## src/hsc_params.svh

```systemverilog
// Offsets, codes, reset values and timing counts for the hot swap controller
`ifndef HSC_PARAMS_SVH
`define HSC_PARAMS_SVH
`define HSC_A_CMD 8'h00
`define HSC_A_PEC 8'h04
`define HSC_A_RES 8'h08
`define HSC_A_STW 8'h0C
`define HSC_A_STD 8'h10
`define HSC_A_CFG 8'h14
`define HSC_A_ALR 8'h18
`define HSC_A_MON 8'h1C
`define HSC_A_CAP 8'h20
`define HSC_A_IDS 8'h24
`define HSC_C_OP 8'h01
`define HSC_C_CLR 8'h03
`define HSC_C_ID 8'h99
`define HSC_C_MODEL 8'h9A
`define HSC_C_REV 8'h9B
`define HSC_C_ALR 8'hD0
`define HSC_C_MCFG 8'hD1
`define HSC_C_MCTL 8'hD2
`define HSC_C_DCFG 8'hD3
`define HSC_C_PCYC 8'hD9
`define HSC_ON_BIT 7
`define HSC_OP_RST 8'h80
`define HSC_DCFG_RST 8'h00
`define HSC_ALR_RST 16'h0000
`define HSC_MCFG_RST 8'h00
`define HSC_CAP_VAL 8'hB0
`define HSC_ID_LEN 3'h4
`define HSC_CRC_POLY 8'h07
`define HSC_SYNC_RST 7'h60
`define HSC_PC_TIME_MS 4000
`define HSC_CLK_KHZ 100000
`define HSC_PC_CYCLES (`HSC_PC_TIME_MS * `HSC_CLK_KHZ)
`endif

```

## src/hsc_pkg.sv

```systemverilog
// Types shared by the hot swap command controller
package hsc_pkg;
   typedef enum logic [1:0] {MP_GPO, MP_ALERT, MP_CMP} hsc_mp_mode_t;
   typedef enum logic [1:0] {MON_IDLE, MON_SINGLE, MON_CONT} hsc_mon_st_t;
   typedef struct packed {
      logic pec_on;
      logic group;
      logic [15:0] data;
      logic [7:0] code;
   } hsc_cmd_t;
   typedef struct packed {
      hsc_mp_mode_t mode;
      logic gpo_level;
      logic [2:0] rsvd;
      logic [9:0] mask;
   } hsc_alert_cfg_t;
   typedef struct packed {
      logic [1:0] rsvd;
      logic [2:0] avg;
      logic range;
      logic outv_en;
      logic cont;
   } hsc_mon_cfg_t;
   typedef struct packed {
      logic op_en;
      logic [2:0] rsvd;
      logic warn2_under;
      logic [1:0] glitch;
      logic foldback;
   } hsc_dev_cfg_t;
endpackage

```

## src/hsc_ctrl.sv

```systemverilog
// Command, status and gate control behind the hot swap management bus
`timescale 1ns/100ps
`include "hsc_params.svh"
// Notes on behaviour
// - No gate turn-on while undervoltage input low
// - Software off holds gate low always
// - On bit resets to one
// - Operation command refused until enabled
// - Operation enable comes from configuration command
// - Clearing on bit turns gate off
// - On request stored, but gate held off under UV or OV
// - Config holds foldback, glitch, warning polarity
// - Power cycle: off four seconds, on
// - Identity strings read with count first
// - Capability reports speed, check byte, alert
// - Five status registers in a hierarchy
// - Faults: overcurrent timeout, overvoltage, undervoltage
// - Warnings from monitor never touch gate
// - Fault and warning bits latch until cleared
// - Clear re-sets bits whose condition persists
// - Multipurpose pin: output, alert, comparator
// - Comparator mode follows threshold comparison
// - Masks ignored in software output mode
// - Monitor settings: mode, sampling, range, averaging
// - Monitor starts by trigger or command
// - Bad check byte: no execution, flag
// - Group command waits for stop condition
module hsc_ctrl #(
   parameter int unsigned PC_CYCLES = `HSC_PC_CYCLES,
   parameter logic [31:0] ID_STR = 32'h564E_4452, // Arbitrary value
   parameter logic [31:0] MODEL_STR = 32'h4D44_4C31, // Arbitrary value
   parameter logic [31:0] REV_STR = 32'h5245_5631 // Arbitrary value
) (
   // Clock and reset
   input wire logic clk,
   input wire logic nrst,
   // APB slave
   input wire logic psel,
   input wire logic penable,
   input wire logic pwrite,
   input wire logic [7:0] paddr,
   input wire logic [31:0] pwdata,
   output logic [31:0] prdata,
   output logic pready,
   output logic pslverr,
   // Serial bus lines, watched for the stop condition
   input wire logic scl_in,
   input wire logic sda_in,
   // Hot swap pins
   input wire logic undervolt_sense_in,
   input wire logic overvolt_sense_in,
   input wire logic oc_timeout_in,
   input wire logic supply_lockout,
   output logic fet_drive,
   output logic foldback_en,
   output logic [1:0] glitch_sel,
   output logic warn2_under,
   // Power monitor
   input wire logic hw_trigger_in,
   input wire logic conv_done,
   input wire logic [6:0] warn_in,
   input wire logic [6:0] cmp_in,
   output logic monitor_start,
   output logic monitor_running,
   output logic outv_sample_en,
   output hsc_pkg::hsc_mon_cfg_t mon_cfg,
   // Multipurpose pin
   output logic multipurpose_out_pin
);

   function automatic logic [7:0] crc8(input logic [7:0] c,
                                       input logic [7:0] b);
      logic [7:0] r;
      r = c ^ b;
      for (int i = 0; i < 8; i++) begin
         r = r[7] ? ({r[6:0], 1'b0} ^ `HSC_CRC_POLY) : {r[6:0], 1'b0};
      end
      return r;
   endfunction

   function automatic logic [7:0] id_byte(input logic [1:0] sel,
                                          input logic [2:0] idx);
      logic [31:0] s;
      s = (sel == 2'd0) ? ID_STR : (sel == 2'd1) ? MODEL_STR : REV_STR;
      return (idx == 3'd0) ? {5'd0, `HSC_ID_LEN} : s[8*(4-idx) +: 8];
   endfunction

   // Pin synchronisers
   logic [6:0] meta;
   logic [6:0] sync;
   logic scl_s, sda_s, uv_ok, ov_s, oc_s, lock_s, trig_s;
   logic sda_d, trig_d;
   assign {scl_s, sda_s, uv_ok, ov_s, oc_s, lock_s, trig_s} = sync;

   always_ff @(posedge clk or negedge nrst) begin
      if (!nrst) begin
         meta <= `HSC_SYNC_RST;
         sync <= `HSC_SYNC_RST;
         sda_d <= 1'b1;
         trig_d <= 1'b0;
      end else begin
         meta <= {scl_in, sda_in, undervolt_sense_in, overvolt_sense_in,
                  oc_timeout_in, supply_lockout, hw_trigger_in};
         sync <= meta;
         sda_d <= sda_s;
         trig_d <= trig_s;
      end
   end

   logic stop_det;
   assign stop_det = scl_s & sda_s & !sda_d;

   // APB: one wait state, so prdata can come from a flop
   logic apb_done, wr_en, rd_en;
   logic [31:0] next_prdata;
   logic addr_ok;
   assign apb_done = psel & penable & pready;
   assign wr_en = apb_done & pwrite;
   assign rd_en = apb_done & !pwrite;
   assign addr_ok = (paddr[1:0] == 2'b00) && (paddr <= `HSC_A_IDS);

   logic [7:0] pec_reg;
   logic res_nack, res_pec;
   logic [7:0] op_reg;
   hsc_pkg::hsc_dev_cfg_t dev_cfg;
   hsc_pkg::hsc_alert_cfg_t alert_cfg;
   hsc_pkg::hsc_mon_st_t mon_st;
   logic [9:0] cond, latch;
   logic [7:0] st_in, st_out, st_iout, st_vnd;
   logic [15:0] st_word;
   logic pc_active;
   logic [1:0] id_sel;
   logic [2:0] id_idx;
   logic pend_v, stop_seen;

   always_comb begin
      next_prdata = 32'h0000_0000;
      case (paddr)
         `HSC_A_PEC: next_prdata = {24'h00_0000, pec_reg};
         `HSC_A_RES: next_prdata = {28'h000_0000, pc_active, pend_v,
                                    res_pec, res_nack};
         `HSC_A_STW: next_prdata = {16'h0000, st_word};
         `HSC_A_STD: next_prdata = {st_vnd, st_iout, st_out, st_in};
         `HSC_A_CFG: next_prdata = {16'h0000, dev_cfg, op_reg};
         `HSC_A_ALR: next_prdata = {16'h0000, alert_cfg};
         `HSC_A_MON: next_prdata = {23'h00_0000, monitor_running, mon_cfg};
         `HSC_A_CAP: next_prdata = {24'h00_0000, `HSC_CAP_VAL};
         `HSC_A_IDS: next_prdata = (id_idx <= `HSC_ID_LEN) ?
            {24'h00_0000, id_byte(id_sel, id_idx)} : 32'h0000_0000;
         default: next_prdata = 32'h0000_0000;
      endcase
   end

   always_ff @(posedge clk or negedge nrst) begin
      if (!nrst) begin
         pready <= 1'b0;
         pslverr <= 1'b0;
         prdata <= 32'h0000_0000;
      end else begin
         pready <= psel & penable & !pready;
         if (psel & penable & !pready) begin
            pslverr <= !addr_ok;
            prdata <= pwrite ? 32'h0000_0000 : next_prdata;
         end
      end
   end

   // Command intake and check byte
   hsc_pkg::hsc_cmd_t new_cmd, pend_cmd, exec_cmd;
   logic cmd_wr, pec_ok, op_lock, acc, exec_v;
   logic [7:0] pec_exp;
   assign new_cmd = hsc_pkg::hsc_cmd_t'(pwdata[25:0]);
   assign cmd_wr = wr_en && (paddr == `HSC_A_CMD);
   assign pec_exp = (new_cmd.code == `HSC_C_ALR) ?
      crc8(crc8(crc8(8'h00, new_cmd.code), new_cmd.data[7:0]),
           new_cmd.data[15:8]) :
      crc8(crc8(8'h00, new_cmd.code), new_cmd.data[7:0]);
   assign pec_ok = !new_cmd.pec_on || (pec_exp == pec_reg);
   assign op_lock = (new_cmd.code == `HSC_C_OP) && !dev_cfg.op_en;
   assign acc = cmd_wr && pec_ok && !op_lock;

   logic clr_pulse;
   always_ff @(posedge clk or negedge nrst) begin
      if (!nrst) begin
         pec_reg <= 8'h00;
         res_nack <= 1'b0;
         res_pec <= 1'b0;
      end else begin
         if (wr_en && paddr == `HSC_A_PEC) begin
            pec_reg <= pwdata[7:0];
         end
         // A refusal in the clear cycle still sets its flag
         res_nack <= (res_nack & !clr_pulse) | (cmd_wr & pec_ok & op_lock);
         res_pec <= (res_pec & !clr_pulse) | (cmd_wr & !pec_ok);
      end
   end

   // Group commands wait for a stop; an immediate one in that cycle goes first
   always_ff @(posedge clk or negedge nrst) begin
      if (!nrst) begin
         exec_v <= 1'b0;
         exec_cmd <= '0;
         pend_v <= 1'b0;
         pend_cmd <= '0;
         stop_seen <= 1'b0;
      end else begin
         exec_v <= 1'b0;
         if (acc && !new_cmd.group) begin
            exec_v <= 1'b1;
            exec_cmd <= new_cmd;
            if (pend_v && stop_det) begin
               stop_seen <= 1'b1;
            end
         end else if (pend_v && stop_seen) begin
            exec_v <= 1'b1;
            exec_cmd <= pend_cmd;
            pend_v <= 1'b0;
            stop_seen <= 1'b0;
         end else if (pend_v && stop_det) begin
            stop_seen <= 1'b1;
         end
         if (acc && new_cmd.group) begin
            pend_v <= 1'b1;
            pend_cmd <= new_cmd;
            stop_seen <= 1'b0;
         end
      end
   end

   logic ex_op, ex_clr, ex_pcyc;
   assign ex_op = exec_v && exec_cmd.code == `HSC_C_OP;
   assign ex_clr = exec_v && exec_cmd.code == `HSC_C_CLR;
   assign ex_pcyc = exec_v && exec_cmd.code == `HSC_C_PCYC;

   // Settings written by commands
   always_ff @(posedge clk or negedge nrst) begin
      if (!nrst) begin
         op_reg <= `HSC_OP_RST;
         dev_cfg <= `HSC_DCFG_RST;
         alert_cfg <= `HSC_ALR_RST;
         mon_cfg <= `HSC_MCFG_RST;
         clr_pulse <= 1'b0;
      end else begin
         clr_pulse <= ex_clr || (ex_op && !op_reg[`HSC_ON_BIT] &&
                      exec_cmd.data[`HSC_ON_BIT]);
         if (ex_op) begin
            op_reg <= exec_cmd.data[7:0];
         end
         if (exec_v && exec_cmd.code == `HSC_C_DCFG) begin
            dev_cfg <= exec_cmd.data[7:0];
         end
         if (exec_v && exec_cmd.code == `HSC_C_ALR) begin
            alert_cfg <= exec_cmd.data;
         end
         // Changing these while sampling is the host's risk
         if (exec_v && exec_cmd.code == `HSC_C_MCFG) begin
            mon_cfg <= exec_cmd.data[7:0];
         end
         if (lock_s) begin
            op_reg <= `HSC_OP_RST;
         end
      end
   end

   always_ff @(posedge clk or negedge nrst) begin
      if (!nrst) begin
         foldback_en <= 1'b0;
         glitch_sel <= 2'b00;
         warn2_under <= 1'b0;
      end else begin
         foldback_en <= dev_cfg.foldback;
         glitch_sel <= dev_cfg.glitch;
         warn2_under <= dev_cfg.warn2_under;
      end
   end

   // Power cycle timer
   logic [31:0] pc_cnt;
   always_ff @(posedge clk or negedge nrst) begin
      if (!nrst) begin
         pc_active <= 1'b0;
         pc_cnt <= 32'h0000_0000;
      end else if (ex_pcyc) begin
         pc_active <= 1'b1;
         pc_cnt <= PC_CYCLES - 32'd1;
      end else if (pc_active) begin
         pc_cnt <= pc_cnt - 32'd1;
         if (pc_cnt == 32'h0000_0000) begin
            pc_active <= 1'b0;
         end
      end
   end

   // Gate: warnings are deliberately not in this term
   always_ff @(posedge clk or negedge nrst) begin
      if (!nrst) begin
         fet_drive <= 1'b0;
      end else begin
         fet_drive <= op_reg[`HSC_ON_BIT] & uv_ok & !ov_s & !oc_s &
                      !pc_active & !lock_s;
      end
   end

   // Status: faults then warnings, set wins over clear
   assign cond = {oc_s, !uv_ok, ov_s, warn_in};
   always_ff @(posedge clk or negedge nrst) begin
      if (!nrst) begin
         latch <= 10'h000;
      end else begin
         latch <= (latch & ~{10{clr_pulse}}) | cond;
      end
   end

   assign st_in = {latch[7], latch[6], latch[5], latch[8], 4'h0};
   assign st_out = {1'b0, latch[4], latch[3], 5'h00};
   assign st_iout = {latch[9], 1'b0, latch[2], 5'h00};
   assign st_vnd = {6'h00, latch[0], latch[1]};
   assign st_word = {|st_out, |st_iout, |st_in, |st_vnd, 4'h0,
                     1'b0, !fet_drive, 1'b0, latch[9], latch[8], 1'b0,
                     res_nack | res_pec, latch[7]};

   // Identity stream: count byte, then characters
   always_ff @(posedge clk or negedge nrst) begin
      if (!nrst) begin
         id_sel <= 2'd0;
         id_idx <= 3'd0;
      end else if (exec_v && (exec_cmd.code == `HSC_C_ID ||
                   exec_cmd.code == `HSC_C_MODEL ||
                   exec_cmd.code == `HSC_C_REV)) begin
         id_sel <= exec_cmd.code[1:0] - 2'd1;
         id_idx <= 3'd0;
      end else if (rd_en && paddr == `HSC_A_IDS && id_idx <= `HSC_ID_LEN) begin
         id_idx <= id_idx + 3'd1;
      end
   end

   // Multipurpose pin; alert is active low
   always_ff @(posedge clk or negedge nrst) begin
      if (!nrst) begin
         multipurpose_out_pin <= 1'b1;
      end else begin
         case (alert_cfg.mode)
            hsc_pkg::MP_GPO: multipurpose_out_pin <= alert_cfg.gpo_level;
            hsc_pkg::MP_ALERT:
               multipurpose_out_pin <= !(|(latch & alert_cfg.mask));
            hsc_pkg::MP_CMP:
               multipurpose_out_pin <= |(cmp_in & alert_cfg.mask[6:0]);
            default: multipurpose_out_pin <= 1'b1;
         endcase
      end
   end

   // Power monitor sequencing
   logic mon_go, mon_stop;
   assign mon_go = (exec_v && exec_cmd.code == `HSC_C_MCTL &&
                    exec_cmd.data[0]) || (trig_s && !trig_d);
   assign mon_stop = exec_v && exec_cmd.code == `HSC_C_MCTL &&
                     !exec_cmd.data[0];
   always_ff @(posedge clk or negedge nrst) begin
      if (!nrst) begin
         mon_st <= hsc_pkg::MON_IDLE;
         monitor_start <= 1'b0;
         monitor_running <= 1'b0;
         outv_sample_en <= 1'b0;
      end else begin
         monitor_start <= 1'b0;
         case (mon_st)
            hsc_pkg::MON_IDLE: begin
               if (mon_go) begin
                  mon_st <= mon_cfg.cont ? hsc_pkg::MON_CONT :
                                           hsc_pkg::MON_SINGLE;
                  monitor_start <= 1'b1;
               end
            end
            hsc_pkg::MON_SINGLE: begin
               if (conv_done || mon_stop) begin
                  mon_st <= hsc_pkg::MON_IDLE;
               end
            end
            hsc_pkg::MON_CONT: begin
               if (mon_stop) begin
                  mon_st <= hsc_pkg::MON_IDLE;
               end else if (conv_done) begin
                  monitor_start <= 1'b1;
               end
            end
            default: mon_st <= hsc_pkg::MON_IDLE;
         endcase
         monitor_running <= mon_st != hsc_pkg::MON_IDLE;
         outv_sample_en <= (mon_st != hsc_pkg::MON_IDLE) &&
                           mon_cfg.outv_en;
      end
   end
endmodule // hsc_ctrl

```

## config.mk

```make
export PLATFORM = sky130hd
export DESIGN_NAME = hsc_ctrl
export DESIGN_NICKNAME = d
export VERILOG_FILES = /design/src/hsc_pkg.sv /design/src/hsc_ctrl.sv
export VERILOG_INCLUDE_DIRS = /design/src
export SDC_FILE = /design/constraint.sdc
export NUM_CORES = 1
export LEC_CHECK = 0
export BUFFER_PORTS_ARGS = -buffer_cell sky130_fd_sc_hd__buf_4
export CAP_MARGIN = 20
export CORE_MARGIN = 3
export CORE_UTILIZATION = 59
export CTS_BUF_LIST = sky130_fd_sc_hd__clkbuf_16
export CTS_CLUSTER_DIAMETER = 60
export CTS_CLUSTER_SIZE = 30
export DETAILED_ROUTE_END_ITERATION = 7
export MAX_ROUTING_LAYER = met4
export PLACE_DENSITY = 0.81
export SETUP_SLACK_MARGIN = 0.15
export SYNTH_ARGS = -nofsm -noshare
export SYNTH_HDL_FRONTEND = slang
export SYNTH_SLANG_ARGS = --single-unit
export TNS_END_PERCENT = 30
```

## constraint.sdc

```tcl
create_clock -name clk -period 3.6 [get_ports clk]
set_input_delay 0.18 -clock clk [delete_from_list [all_inputs] [get_ports clk]]
set_output_delay 0.18 -clock clk [all_outputs]
set_load 0.02 [all_outputs]
```

-- Word level (Yosys, flattened, before mapping)
Cells that the tools add are included.
- add/subtract/negate cells: 4
- multipliers: 0
- div/mod/pow operators: 0
- $lt $le $gt $ge: 2
- eq/ne operators: 31
- shift-type cells: 1
- multiplexer cells: 61
- bitwise gates (word level): 51
- reduce and logical (&&, ||, !) cells: 73
- operator list (operator ; count):
    $pmux 26 s9 ; 1
    $mux 32 ; 3
    $mux 3 ; 26
    $eq 8x8->1 const B ; 9
    $not 3->3 ; 24
    $mux 29 ; 2
    $mux 24 ; 2
    $mux 8 ; 5
    $shiftx 32x33->8 ; 1
    $eq 8x5->1 const B ; 4
    $logic_not 32->1 ; 1
    $sub 32x1->32 const B ; 1
    $logic_and 1x1->1 ; 26
    $and 10x10->10 ; 2
    $logic_not 1->1 ; 20
    $and 1x1->1 ; 17
    $eq 8x1->1 const B ; 2
    $eq 8x4->1 const B ; 2
    $eq 8x6->1 const B ; 2
    $xor 8x8->8 ; 2
    $mux 1 ; 15
    $reduce_bool 2->1 ; 6
    $not 10->10 ; 1
    $or 10x10->10 ; 1
    28 further kinds ; 48
- register bits: 211
- latch bits: 0
- memory bits (writable): 0
- bits in read-only memories: 0
- input bits: 67
- word-level logic and storage cells: 270
- memories kept: 0

-- Logic depth before layout (Yosys ltp)
Gate-level depths: netlist of the first run.
- depth in word-level cells: 58
- gate-level depth with buffers: 13

-- Least setup slack after synthesis of the first run
Ideal clock, no wire load.
- path kind: input to register
- start point: input port pwdata[6]
- end point: register exec_cmd[11] in the netlist's numbering
- arrival time: 3.407 ns
- required time: 3.475 ns
- slack: 0.068 ns
- stages: 13
- buffers on the path: 2
- cell sequence: buf_2 > inv_1 > ha_1 > xor3_1 > xor3_1 > xnor3_1 > xor2_2 > xnor2_1 > or3_4 > a31oi_4 > nand4_4 > buf_6 > mux2_4
- longest elaborated chain between the ends: 24
- elaborated cells on any way between the ends: 49
- classes of those cells: eq/ne (3); mux (21); bitwise (18); reduce/logical (7)
- ends and longest elaborated chain (element ; RTL line ; RTL):
    start: declaration ; hsc_ctrl.sv:42 ; input wire logic [31:0] pwdata,
    $mux 3 ; hsc_ctrl.sv:76 ; r = r[7] ? ({r[6:0], 1'b0} ^ `HSC_CRC_POLY) : {r[6:0], 1'b0};
    $not 3->3 (no source line) ; n/a ;
    $mux 3 ; hsc_ctrl.sv:76 ;
    $not 3->3 (no source line) ; n/a ;
    $mux 3 ; hsc_ctrl.sv:76 ;
    $xor 8x8->8 ; hsc_ctrl.sv:74 ; r = c ^ b;
    $mux 3 ; hsc_ctrl.sv:76 ;
    $not 3->3 (no source line) ; n/a ;
    (+8 left out) ; n/a ;
    $mux 3 ; hsc_ctrl.sv:76 ;
    $mux 8 ; hsc_ctrl.sv:174 ; assign pec_exp = (new_cmd.code == `HSC_C_ALR) ?
    $eq 8x8->1 ; hsc_ctrl.sv:178 ; assign pec_ok = !new_cmd.pec_on || (pec_exp == pec_reg);
    $logic_or 1x1->1 ; hsc_ctrl.sv:178 ;
    $logic_and 1x1->1 ; hsc_ctrl.sv:180 ; assign acc = cmd_wr && pec_ok && !op_lock;
    $logic_and 1x1->1 * ; hsc_ctrl.sv:180 ;
    $logic_and 1x1->1 * ; hsc_ctrl.sv:208 ; if (acc && !new_cmd.group) begin
    $mux 24 or $reduce_bool 2->1 (tied branches) ; n/a ;
    end signal: assignment ; hsc_ctrl.sv:210 ; exec_cmd <= new_cmd;
    end signal: assignment ; hsc_ctrl.sv:216 ; exec_cmd <= pend_cmd;
    end: declaration ; hsc_ctrl.sv:169 ; hsc_pkg::hsc_cmd_t new_cmd, pend_cmd, exec_cmd;
Mark *: on every way between the ends. The rest lies on a longest branch, timed or not.
A chain may end at the register's enable or synchronous reset.

-- Worst setup path after layout of the first run
- start point: input port pwdata[14]
- end point: register exec_cmd[0] in the netlist's numbering
- longest elaborated chain between the ends: 19
- elaborated cells on any way between the ends: 29
- classes of those cells: eq/ne (1); mux (13); bitwise (10); reduce/logical (5)
- ends and longest elaborated chain (element ; RTL line):
    $xor 8x8->8 * ; hsc_ctrl.sv:74
    $mux 3 * ; hsc_ctrl.sv:76
    $not 3->3 (no source line) ; n/a
    $mux 3 ; hsc_ctrl.sv:76
    $not 3->3 (no source line) ; n/a
    $mux 3 ; hsc_ctrl.sv:76
    $xor 8x8->8 ; hsc_ctrl.sv:74
    $mux 3 ; hsc_ctrl.sv:76
    (+2 left out) ; n/a
    $not 3->3 (no source line) ; n/a
    $mux 3 ; hsc_ctrl.sv:76
    $mux 8 * ; hsc_ctrl.sv:174
    $eq 8x8->1 * ; hsc_ctrl.sv:178
    $logic_or 1x1->1 * ; hsc_ctrl.sv:178
    $logic_and 1x1->1 * (2 in series) ; hsc_ctrl.sv:180
    $logic_and 1x1->1 * ; hsc_ctrl.sv:208
    $mux 24 or $reduce_bool 2->1 (tied branches) ; n/a
Marks and branches as above.

==> metrics.yaml, run 1 <==
power:
  irDropWorstVdd_v: 0.000346
  p_sw_uw: 1290
  p_seq_frac: 0.456
  power_leakage_uw: 0.00598
  pwr-share-clk: 0.382
  switching_share: 0.260
  p_int_uw: 3680
  p_total_uw: 4970
  powerDensity_nw_per_um2: 421
  p_comb_frac: 0.163
global_route:
  grtUsageTotal: 0.278
  grt_pass1_vias: 7074
  grt_use_met2: 0.417
  grt_pass1_wl_mm: 38.3
  antenna_found_initial: 0
  grt_max_degree: 104
  use_met1: 0.379
  grt-ovfl-total: 0
  busiest_layer: "met2"
  gr-usage-met3: 0.0570
clock_network:
  ctsHoldBuffers: 19
  worstSkewPairLatency_ns: 0.44
  cts_tree: "built"
  cts.reportedPaths.clkPinSlew_ns: 0.08
  postCtsSetupRepairBufs: 0
  cts.sinks: 199
  numCtsBuffers: 17
  htreeDepth: 4
  cts_max_path_buffers: 2
  postCtsResizedCells: 0
  clockRootBuffer: "clkbuf_16"
sta:
  worst_pin_slew_ns: 0.871
  rsz0062_at_grt: "false"
  finalMaxSlewViolations: 0
  holdWs_ns: 0.0160
  setup_viol: 0
  period_share: 0.904
  fin_skew_ns: 0.0143
  fmax_ghz: 0.307
  fin_crit_ns: 3.26
  fin_setup_tns_ns: 0
  slew_headroom: 0.418
  hold_viol: 0
detailed_routing:
  vias: 7276
  wl_mm: 24.4
  drtAntennaViolNets: 0
  vias_per_cell: 6.02
  drt_iter0_markers: 696
  wl_per_cell_um: 20.1
  first_pass_iters: 5
  drc: 0
setup_path:
  crit_required_ns: 3.92
  cp-start-kind: "input pin"
  r2r_end: "exec_cmd[0]"
  cp_slowest_stage_delay_ns: 0.54
  r2r_slack_ns: 0.70
  critical-path-top-delay-family: "XOR/XNOR gates"
  end_kind: "flip-flop"
  arrival_ns: 3.57
  worstSetupPathType: "in -> reg"
  crit_chain: "dlygate4sd3_1 > buf_4 > xnor3_2 > xnor2_4 > xnor3_2 > xnor3_1 > nor2_1 > o311a_1 > a31oi_4 > nand4_4 > buf_4 > mux2_2"
  cpMaxStageDelayCell: "dlygate4sd3_1"
  reg2reg_from: "pec_reg[4]"
  rr_worst_depth: 10
  path_buf_inv: 3
  cp_max_fo: 18
floorplanning:
  num_io_pins: 118
  core_area_um2: 16600
  die_h_um: 136
  fp-row-count: 47
  die_w_um: 136
  die_area_um2: 18600
  start_util: 0.605
finish:
  reg_top3: "pc_cnt: 32 flops, exec_cmd: 24 flops, pend_cmd: 24 flops"
  final_cell_mix: "dfrtp_1, buf_4, mux2_2"
  area_growth_pct: 17.7
  drive_above_1_share: 0.274
  final_common_cell: "dfrtp_1"
  top_register: "pc_cnt"
  antenna_cells: 0
  largest_reg_flops: 32
  final_cells: 1209
  nNetsFinal: 1057
yosys:
  yosys_most_used_dff: "dfrtp_1"
  netlist_instances: 848
  avgSynthCellArea_um2: 11.8
  synth_area_um2: 10000
  synth_seq_cells: 199
  synth-edff-count: 0
  async_flop_share: 1.00
  synth_seq_area_share: 0.497
  synth.distinct_cells: 71
  synth_warnings: 0
min_path:
  holdPathStages: 2
  min_to: "pend_cmd[17]"
  worstHoldStart: "pwdata[17]"
  min_path_type: "in -> reg"
run_status:
  status: "finished, final reports clean"
placed_design:
  port-buffer-count: 99
  dpl.hpwl_mm: 17.3
  routabilityCongestion: 0.917
  dpl.cell_count: 1158
run:
  maxCapViolCount: 0
==> synth_stat cells, types with 3 or more instances <==
master | number | area (um^2)
a22o_1 | 20 | 175
nor3_1 | 21 | 105
nor2b_1 | 3 | 18.8
nand2b_1 | 3 | 18.8
or2_2 | 3 | 18.8
clkbuf_1 | 19 | 71.3
a22oi_1 | 13 | 97.6
mux2_2 | 86 | 968
a32o_1 | 4 | 40.0
dfstp_2 | 7 | 184
buf_6 | 4 | 45.0
nand2_1 | 55 | 206
ha_1 | 14 | 175
dfrtp_1 | 192 | 4800
xor2_1 | 18 | 158
mux2_1 | 5 | 56.3
a221oi_1 | 9 | 78.8
a21oi_1 | 16 | 80.1
o21ai_0 | 30 | 150
nor2_1 | 52 | 195
buf_4 | 12 | 90.1
and3_1 | 8 | 50.1
mux2i_1 | 32 | 320
a31oi_1 | 4 | 25.0
nand3b_1 | 6 | 45.0
or4_1 | 4 | 30.0
nor4_1 | 6 | 37.5
nand4_1 | 6 | 37.5
xor3_1 | 3 | 71.3
or3_1 | 15 | 93.8
inv_1 | 24 | 90.1
o22ai_1 | 3 | 18.8
a21o_1 | 10 | 75.1
xnor3_1 | 7 | 158
xnor2_1 | 54 | 473
mux2_4 | 13 | 195
nand3_1 | 23 | 115
==> cell families after synthesis <==
group	count (synthesis)	synth area share
other	1	0.000374
muxes	136	0.154
and+or+nand+nor	218	0.110
buffers and inverters	63	0.0313
DFF	199	0.497
AOI/OAI and AO/OA	130	0.0938
xor gates and xnor gates	87	0.0964
adders and majority gates	14	0.0175
==> worst register-to-register path, stage by stage (launching register included) <==
cell     delay [ns]
dfrtp_1        0.50
xor2_1         0.21
xnor2_1        0.15
xnor3_1        0.27
xnor3_1        0.22
nor2_1         0.05
o311a_1        0.38
a31oi_4        0.27
nand4_4        0.13
buf_4          0.26
mux2_2         0.35
==> worst max-delay path by stage <==
stage                     startpoint           end  slack, ns  depth (start not counted)
after global placement     pwdata[6]  exec_cmd[11]       0.14                         13
after CTS                  pwdata[8]   exec_cmd[0]       0.37                         13
final                     pwdata[14]   exec_cmd[0]       0.34                         12
after detailed placement   pwdata[6]  exec_cmd[15]       0.01                         13
after global routing       pwdata[8]   exec_cmd[0]       0.23                         13
after floorplan            pwdata[5]  exec_cmd[11]       0.26                         12
==> metrics by stage <==
stage               worst slack [ns]   util  cell area (um^2)
finish                         0.345  0.712             11800
detailed placement            0.0113  0.665             11000
CTS                            0.365  0.712             11800
global placement               0.137  0.665             11000
global route                   0.234  0.712             11800
floorplan                      0.262      -             10100
==> cell type report <==
type / instances / area [um^2]
repair buffers: 137 / 1090
inverters: 24 / 90.1
clock buffers: 17 / 425
well taps: 220 / 275
flip-flops and latches: 199 / 4990
clock inverters: 15 / 151
fillers: 1173 / 4780
multi-input cells: 597 / 4780
==> metal layers <==
layer / share of wire / vias up
li1: - / 3295
met1: 0.43 / 3605
met2: 0.47 / 324
met3: 0.077 / 52
met4: 0.027 / 0
met5: 0 / -
==> power groups by stage <==
stage                     Combinational, uW  Clock, uW  Sequential, uW
after CTS                               808       1910            2260
after global routing                    869       2000            2260
after floorplan                         563          0            2310
after detailed placement                787          0            2310
final                                   809       1900            2260
after global placement                  763          0            2310
Note: power is estimated with default switching activity, not from simulation.
==> run 2, diff against run 1 <==
--- a/config.mk
+++ b/config.mk
@@ -8,14 +8,16 @@
 export LEC_CHECK = 0
 export BUFFER_PORTS_ARGS = -buffer_cell sky130_fd_sc_hd__buf_4
 export CAP_MARGIN = 20
+export CELL_PAD_IN_SITES_DETAIL_PLACEMENT = 2
+export CELL_PAD_IN_SITES_GLOBAL_PLACEMENT = 2
 export CORE_MARGIN = 3
-export CORE_UTILIZATION = 59
+export CORE_UTILIZATION = 40
 export CTS_BUF_LIST = sky130_fd_sc_hd__clkbuf_16
 export CTS_CLUSTER_DIAMETER = 60
 export CTS_CLUSTER_SIZE = 30
 export DETAILED_ROUTE_END_ITERATION = 7
 export MAX_ROUTING_LAYER = met4
-export PLACE_DENSITY = 0.81
+export PLACE_DENSITY_LB_ADDON = 0.1
 export SETUP_SLACK_MARGIN = 0.15
 export SYNTH_ARGS = -nofsm -noshare
 export SYNTH_HDL_FRONTEND = slang
==> metrics.yaml, run 2 (synthesized netlist as in run 1, its figures left out) <==
global_route:
  grtUsageTotal: 0.244  # -0.0344
  grt_max_degree: 99  # -4.8%
  grt_pass1_vias: 8153  # +15%
  grt_pass1_wl_mm: 48.5  # +27%
  grt-ovfl-total: 0  # unchanged
  antenna_found_initial: 0  # unchanged
finish:
  antenna_cells: 0  # unchanged
  area_growth_pct: 19.4
  final_cell_mix: "dfrtp_1, buf_4, mux2_2"
  reg_top3: "pc_cnt: 32 flops, exec_cmd: 24 flops, pend_cmd: 24 flops"
  fillers: 2439  # +110%
  largest_reg_flops: 32  # unchanged
  fin_util: 0.489  # -0.222
  final_common_cell: "dfrtp_1"
  drive_above_1_share: 0.273  # -0.000922
  multi_input_area_um2: 4780  # unchanged
  nNetsFinal: 1064  # +0.66%
  seq_area_um2: 4990  # unchanged
  top_register: "pc_cnt"
setup_path:
  worstSetupPathType: "in -> reg"
  end_kind: "flip-flop"
  cp_max_fo: 25  # +7
  crit_required_ns: 3.93  # about the same
  r2r_end: "pc_cnt[28]"
  arrival_ns: 3.57  # about the same
  reg2reg_from: "pc_cnt[0]"
  cp-start-kind: "input pin"
  rr_worst_depth: 10  # unchanged
  r2r_slack_ns: 0.45  # -0.25 ns
clock_network:
  postCtsSetupRepairBufs: 0  # unchanged
  ctsHoldBuffers: 23  # +4
  numCtsBuffers: 17  # unchanged
  cts.sinks: 199  # unchanged
  cts.reportedPaths.clkPinSlew_ns: 0.08  # about the same
  cts_max_path_buffers: 2  # unchanged
  postCtsResizedCells: 0  # unchanged
  worstSkewPairLatency_ns: 0.45  # about the same
  htreeDepth: 4  # unchanged
  clockRootBuffer: "clkbuf_16"
  cts_tree: "built"
sta:
  holdWs_ns: 0.0144  # -0.00155 ns
  fin_skew_ns: 0.0152  # +0.000897 ns
  slew_headroom: 0.372  # -0.0456
  fin_setup_tns_ns: 0  # unchanged
  worst_pin_slew_ns: 0.939  # +0.0682 ns
  finalMaxSlewViolations: 0  # unchanged
  fmax_ghz: 0.308  # +0.39%
  rsz0062_at_grt: "false"
  hold_viol: 0  # unchanged
  period_share: 0.901  # -0.00348
  setup_viol: 0  # unchanged
  fin_crit_ns: 3.24  # -0.0125 ns
floorplanning:
  core_area_um2: 24500  # +48%
  fp-row-count: 57  # +21%
  die_area_um2: 27000  # +45%
  num_io_pins: 118  # unchanged
  die_w_um: 164  # +21%
  start_util: 0.410  # -0.195
  die_h_um: 164  # +21%
placed_design:
  dpl.hpwl_mm: 22.7  # +31%
  routabilityCongestion: 0.905  # -1.3%
  port-buffer-count: 99  # unchanged
detailed_routing:
  wl_mm: 30.7  # +26%
  drtAntennaViolNets: 0  # unchanged
  wl_per_cell_um: 23.3  # +16%
  vias: 7243  # -0.45%
  drt_iter0_markers: 435  # -38%
  vias_per_cell: 5.49  # -8.8%
  drc: 0  # unchanged
  first_pass_iters: 5  # unchanged
power:
  p_comb_frac: 0.172  # +0.009
  power_leakage_uw: 0.00600  # +0.27%
  p_seq_frac: 0.461  # +0.005
  irDropWorstVdd_v: 0.000221  # -36%
  p_total_uw: 4920  # -1.1%
  switching_share: 0.279  # +0.0194
  p_int_uw: 3540  # -3.7%
  p_sw_uw: 1370  # +6.3%
  pwr-share-clk: 0.368  # -0.014
  powerDensity_nw_per_um2: 411  # -2.5%
run_status:
  status: "finished, final reports clean"
min_path:
  holdPathStages: 2  # unchanged
  min_path_type: "in -> reg"
  worstHoldStart: "pwdata[22]"
  min_to: "exec_cmd[22]"
run:
  maxCapViolCount: 0  # unchanged
[run 2: changes by cell type in the layout (fill, tap and decap cells not counted)]
cell,before,now
inv_1,25,26
clkinvlp_4,1,3
inv_6,3,4
dlygate4sd3_1,19,23
buf_12,1,3
clkinv_2,3,0
bufinv_16,2,0
buf_4,116,117
clkinv_4,1,2
clkinv_1,2,3
inv_8,2,1
[run 2: stage by stage]
step | setup WS (ns) | instances | area (um^2)
after CTS | 0.352 | 1320 | 12000
after detailed placement | 0.0341 | 1265 | 11200
after global routing | 0.176 | 1320 | 12000
after floorplan | 0.262 | 859 | 10100
final | 0.357 | 1320 | 12000
after global placement | 0.153 | 1265 | 11200
[run 2: worst max-delay path, stage by stage]
cell,delay [ns]
dlygate4sd3_1,0.53
buf_4,0.15
xnor2_1,0.13
xnor2_1,0.25
xnor3_2,0.57
xnor3_1,0.31
nor2_1,0.05
o311a_1,0.42
a31oi_4,0.29
nand4_4,0.14
buf_12,0.22
mux2_4,0.31
[run 2: layer usage]
metal / track usage / vias to the layer above / part of all wire
met2: 0.411 / 143 / 0.50
met1: 0.318 / 3786 / 0.45
met3: 0.0293 / 27 / 0.033
met4: 0.0542 / 0 / 0.013
li1: - / 3287 / -
met5: - / - / 0
[run 2: layout make-up]
class	count	area share
sequential	199	0.417
tap	324	0.0339
multi-input combinational	597	0.399
clock inverter	15	0.00878
inverter	24	0.00752
clock buffer	17	0.0355
timing repair buffer	144	0.0987
[run 2: power by group through the flow]
stage / clock, uW / sequential (uW) / combinational, uW
after floorplan: 0 / 2310 / 563
after global placement: 0 / 2310 / 789
after detailed placement: 0 / 2310 / 820
after CTS: 1860 / 2260 / 856
after global routing: 1950 / 2260 / 924
final: 1810 / 2260 / 844
[run 2: worst max path at each step]
stage | start | endpoint | slack [ns] | depth (start not counted)
final | pwdata[8] | exec_cmd[17] | 0.36 | 12
after global routing | pc_cnt[17] | pc_cnt[26] | 0.18 | 9
after CTS | pwdata[8] | exec_cmd[12] | 0.35 | 13
after detailed placement | pwdata[3] | exec_cmd[17] | 0.03 | 13
after global placement | pwdata[2] | exec_cmd[23] | 0.15 | 13
after floorplan | pwdata[5] | exec_cmd[11] | 0.26 | 12
==> run 3, diff against run 2 <==
--- a/config.mk
+++ b/config.mk
@@ -16,7 +16,7 @@
 export CTS_CLUSTER_DIAMETER = 60
 export CTS_CLUSTER_SIZE = 30
 export DETAILED_ROUTE_END_ITERATION = 7
-export MAX_ROUTING_LAYER = met4
+export HOLD_SLACK_MARGIN = 0.02
 export PLACE_DENSITY_LB_ADDON = 0.1
 export SETUP_SLACK_MARGIN = 0.15
 export SYNTH_ARGS = -nofsm -noshare
==> metrics.yaml, run 3 (synthesized netlist as in run 1, its figures left out) <==
clock_network:
  cts.reportedPaths.clkPinSlew_ns: 0.07  # about the same
  postCtsSetupRepairBufs: 0  # unchanged
  cts.sinks: 199  # unchanged
  worstSkewPairLatency_ns: 0.45  # about the same
  numCtsBuffers: 17  # unchanged
  clockRootBuffer: "clkbuf_16"
  htreeDepth: 4  # unchanged
  cts_tree: "built"
  cts_max_path_buffers: 2  # unchanged
detailed_routing:
  drt_iter0_markers: 364  # -16%
  vias: 7333  # +1.2%
  drc: 0  # unchanged
  first_pass_iters: 4  # -1
  wl_per_cell_um: 23.3  # +0.16%
  vias_per_cell: 5.53  # +0.78%
  drtAntennaViolNets: 0  # unchanged
  wl_mm: 30.9  # +0.62%
power:
  pwr-share-clk: 0.388  # +0.020
  irDropWorstVdd_v: 0.000230  # +4.0%
  power_leakage_uw: 0.00606  # +1.1%
  p_comb_frac: 0.167  # -0.005
  switching_share: 0.280  # +0.00148
  p_int_uw: 3660  # +3.3%
  p_sw_uw: 1430  # +4.0%
  powerDensity_nw_per_um2: 420  # +2.3%
  p_seq_frac: 0.445  # -0.016
placed_design:
  dpl-instance-area_um2: 11200  # -0.20%
  routabilityCongestion: 0.910  # +0.61%
  dpl.hpwl_mm: 22.6  # -0.55%
  port-buffer-count: 99  # unchanged
sta:
  holdWs_ns: 0.0465  # +0.0321 ns
  fin_setup_tns_ns: 0  # unchanged
  fin_crit_ns: 3.26  # +0.0175 ns
  hold_viol: 0  # unchanged
  slew_headroom: 0.398  # +0.0259
  setup_viol: 0  # unchanged
  fmax_ghz: 0.307  # -0.54%
  period_share: 0.906  # +0.00487
  fin_skew_ns: 0.0133  # -0.00183 ns
  finalMaxSlewViolations: 0  # unchanged
  rsz0062_at_grt: "false"
  worst_pin_slew_ns: 0.900  # -0.0391 ns
finish:
  area_growth_pct: 20.8
  drive_above_1_share: 0.274  # +0.00136
  top_register: "pc_cnt"
  design_area_um2: 12100  # +1.2%
  largest_reg_flops: 32  # unchanged
  final_cell_mix: "dfrtp_1, buf_4, mux2_2"
  nNetsFinal: 1070  # +0.56%
  antenna_cells: 0  # unchanged
  fillers: 2415  # -0.98%
  final_common_cell: "dfrtp_1"
  reg_top3: "pc_cnt: 32 flops, exec_cmd: 24 flops, pend_cmd: 24 flops"
global_route:
  antenna_found_initial: 0  # unchanged
  grt_pass1_wl_mm: 48.2  # -0.62%
  grtUsageTotal: 0.235  # -0.00893
  grt_pass1_vias: 8181  # +0.34%
  grt-ovfl-total: 0  # unchanged
  grt_max_degree: 97  # -2.0%
floorplanning:
  start_util: 0.410  # unchanged
  num_io_pins: 118  # unchanged
  die_w_um: 164  # unchanged
  die_area_um2: 27000  # unchanged
  die_h_um: 164  # unchanged
  fp-row-count: 57  # unchanged
  core_area_um2: 24500  # unchanged
setup_path:
  crit_chain: "dlygate4sd3_1 > buf_4 > xnor3_2 > xnor2_4 > xnor3_2 > xnor3_1 > nor2_1 > o311a_1 > a31oi_4 > nand4_4 > buf_12 > mux2_4"
  arrival_ns: 3.58  # about the same
  end_kind: "flip-flop"
  cp_max_fo: 25  # unchanged
  path_common_cell: "xnor3_2"
  worstSetupPathType: "in -> reg"
  crit_required_ns: 3.92  # about the same
  cp_slowest_stage_delay_ns: 0.54  # -0.03 ns
  cpMaxStageDelayCell: "dlygate4sd3_1"
  cp-start-kind: "input pin"
run_status:
  status: "finished, final reports clean"
run:
  maxCapViolCount: 0  # unchanged
min_path:
  min_path_type: "in -> reg"
[run 3: cell types whose count changed in the layout (fill, tap and decap cells not counted)]
| cell | delta |
|---|---|
| clkinv_1 | -3 |
| buf_4 | -3 |
| clkinv_8 | +1 |
| inv_1 | -2 |
| xnor2_2 | +1 |
| dlygate4sd3_1 | +9 |
| inv_8 | +5 |
| xnor2_1 | -1 |
| bufinv_16 | +1 |
| clkinv_2 | +1 |
| clkinv_4 | -1 |
| inv_6 | +1 |
| clkinvlp_4 | -3 |
[run 3: final cells by class]
cell class / instances / area [um^2] / share of cell area
well taps: 324 / 405 / 0.0335
clock buffers: 17 / 425 / 0.0351
multi-input cells: 597 / 4780 / 0.395
clock inverters: 15 / 171 / 0.0141
repair buffers: 150 / 1250 / 0.103
flip-flops and latches: 199 / 4990 / 0.412
inverters: 24 / 90.1 / 0.00744
[run 3: final timing paths]
check	slack [ns]	startpoint	depth (start not counted)	endpoint
worst min register to register	0.36	meta[1]	0	sync[1]
worst max register to register	0.56	pec_reg[4]	10	exec_cmd[14]
max in group asynchronous	2.12	nrst	4	pec_reg[4]
min in group asynchronous	0.35	nrst	2	trig_d
worst max-delay path	0.34	pwdata[14]	12	exec_cmd[14]
worst min-delay path	0.05	pwdata[7]	2	pend_cmd[7]
[run 3: layer usage]
metal  vias to the layer above  share of wire  track usage
li1                       3297              -            -
met1                      3855           0.43        0.305
met2                       156           0.52        0.414
met3                        25          0.038       0.0363
met4                         0          0.012       0.0542
met5                         -              0            0
[run 3: metrics by stage]
step,util,std cells,setup WS (ns),power (uW)
final,0.495,1326,0.340,5090
after global routing,0.495,1326,0.159,5290
after CTS,0.495,1326,0.295,5150
after detailed placement,0.457,1262,0.0321,3130
after global placement,0.457,1262,0.167,3090
after floorplan,-,859,0.262,2870
[run 3: repair_timing]
item | CTS | global route
endpoints found under the hold margin | 130 | 0
setup endpoints to repair | 0 | 5
gates resized for setup | 0 | 1
hold buffers | 32 | 0
[run 3: power by group through the flow]
stage	logic (uW)	registers [uW]	clock network, uW
2_1_floorplan	563	2310	0
3_3_place_gp	782	2310	0
3_5_place_dp	824	2310	0
4_1_cts	856	2260	2030
5_1_grt	920	2270	2100
6_report	848	2260	1980
[run 3: worst max-delay path, delay by kind of cell]
| kind | cells | cell delay (ns) |
|---|---|---|
| muxes | 1 | 0.32 |
| and+or+nand+nor | 2 | 0.19 |
| xor gates and xnor gates | 4 | 1.31 |
| buffers and inverters | 3 | 0.91 |
| AOI/OAI and AO/OA | 2 | 0.66 |
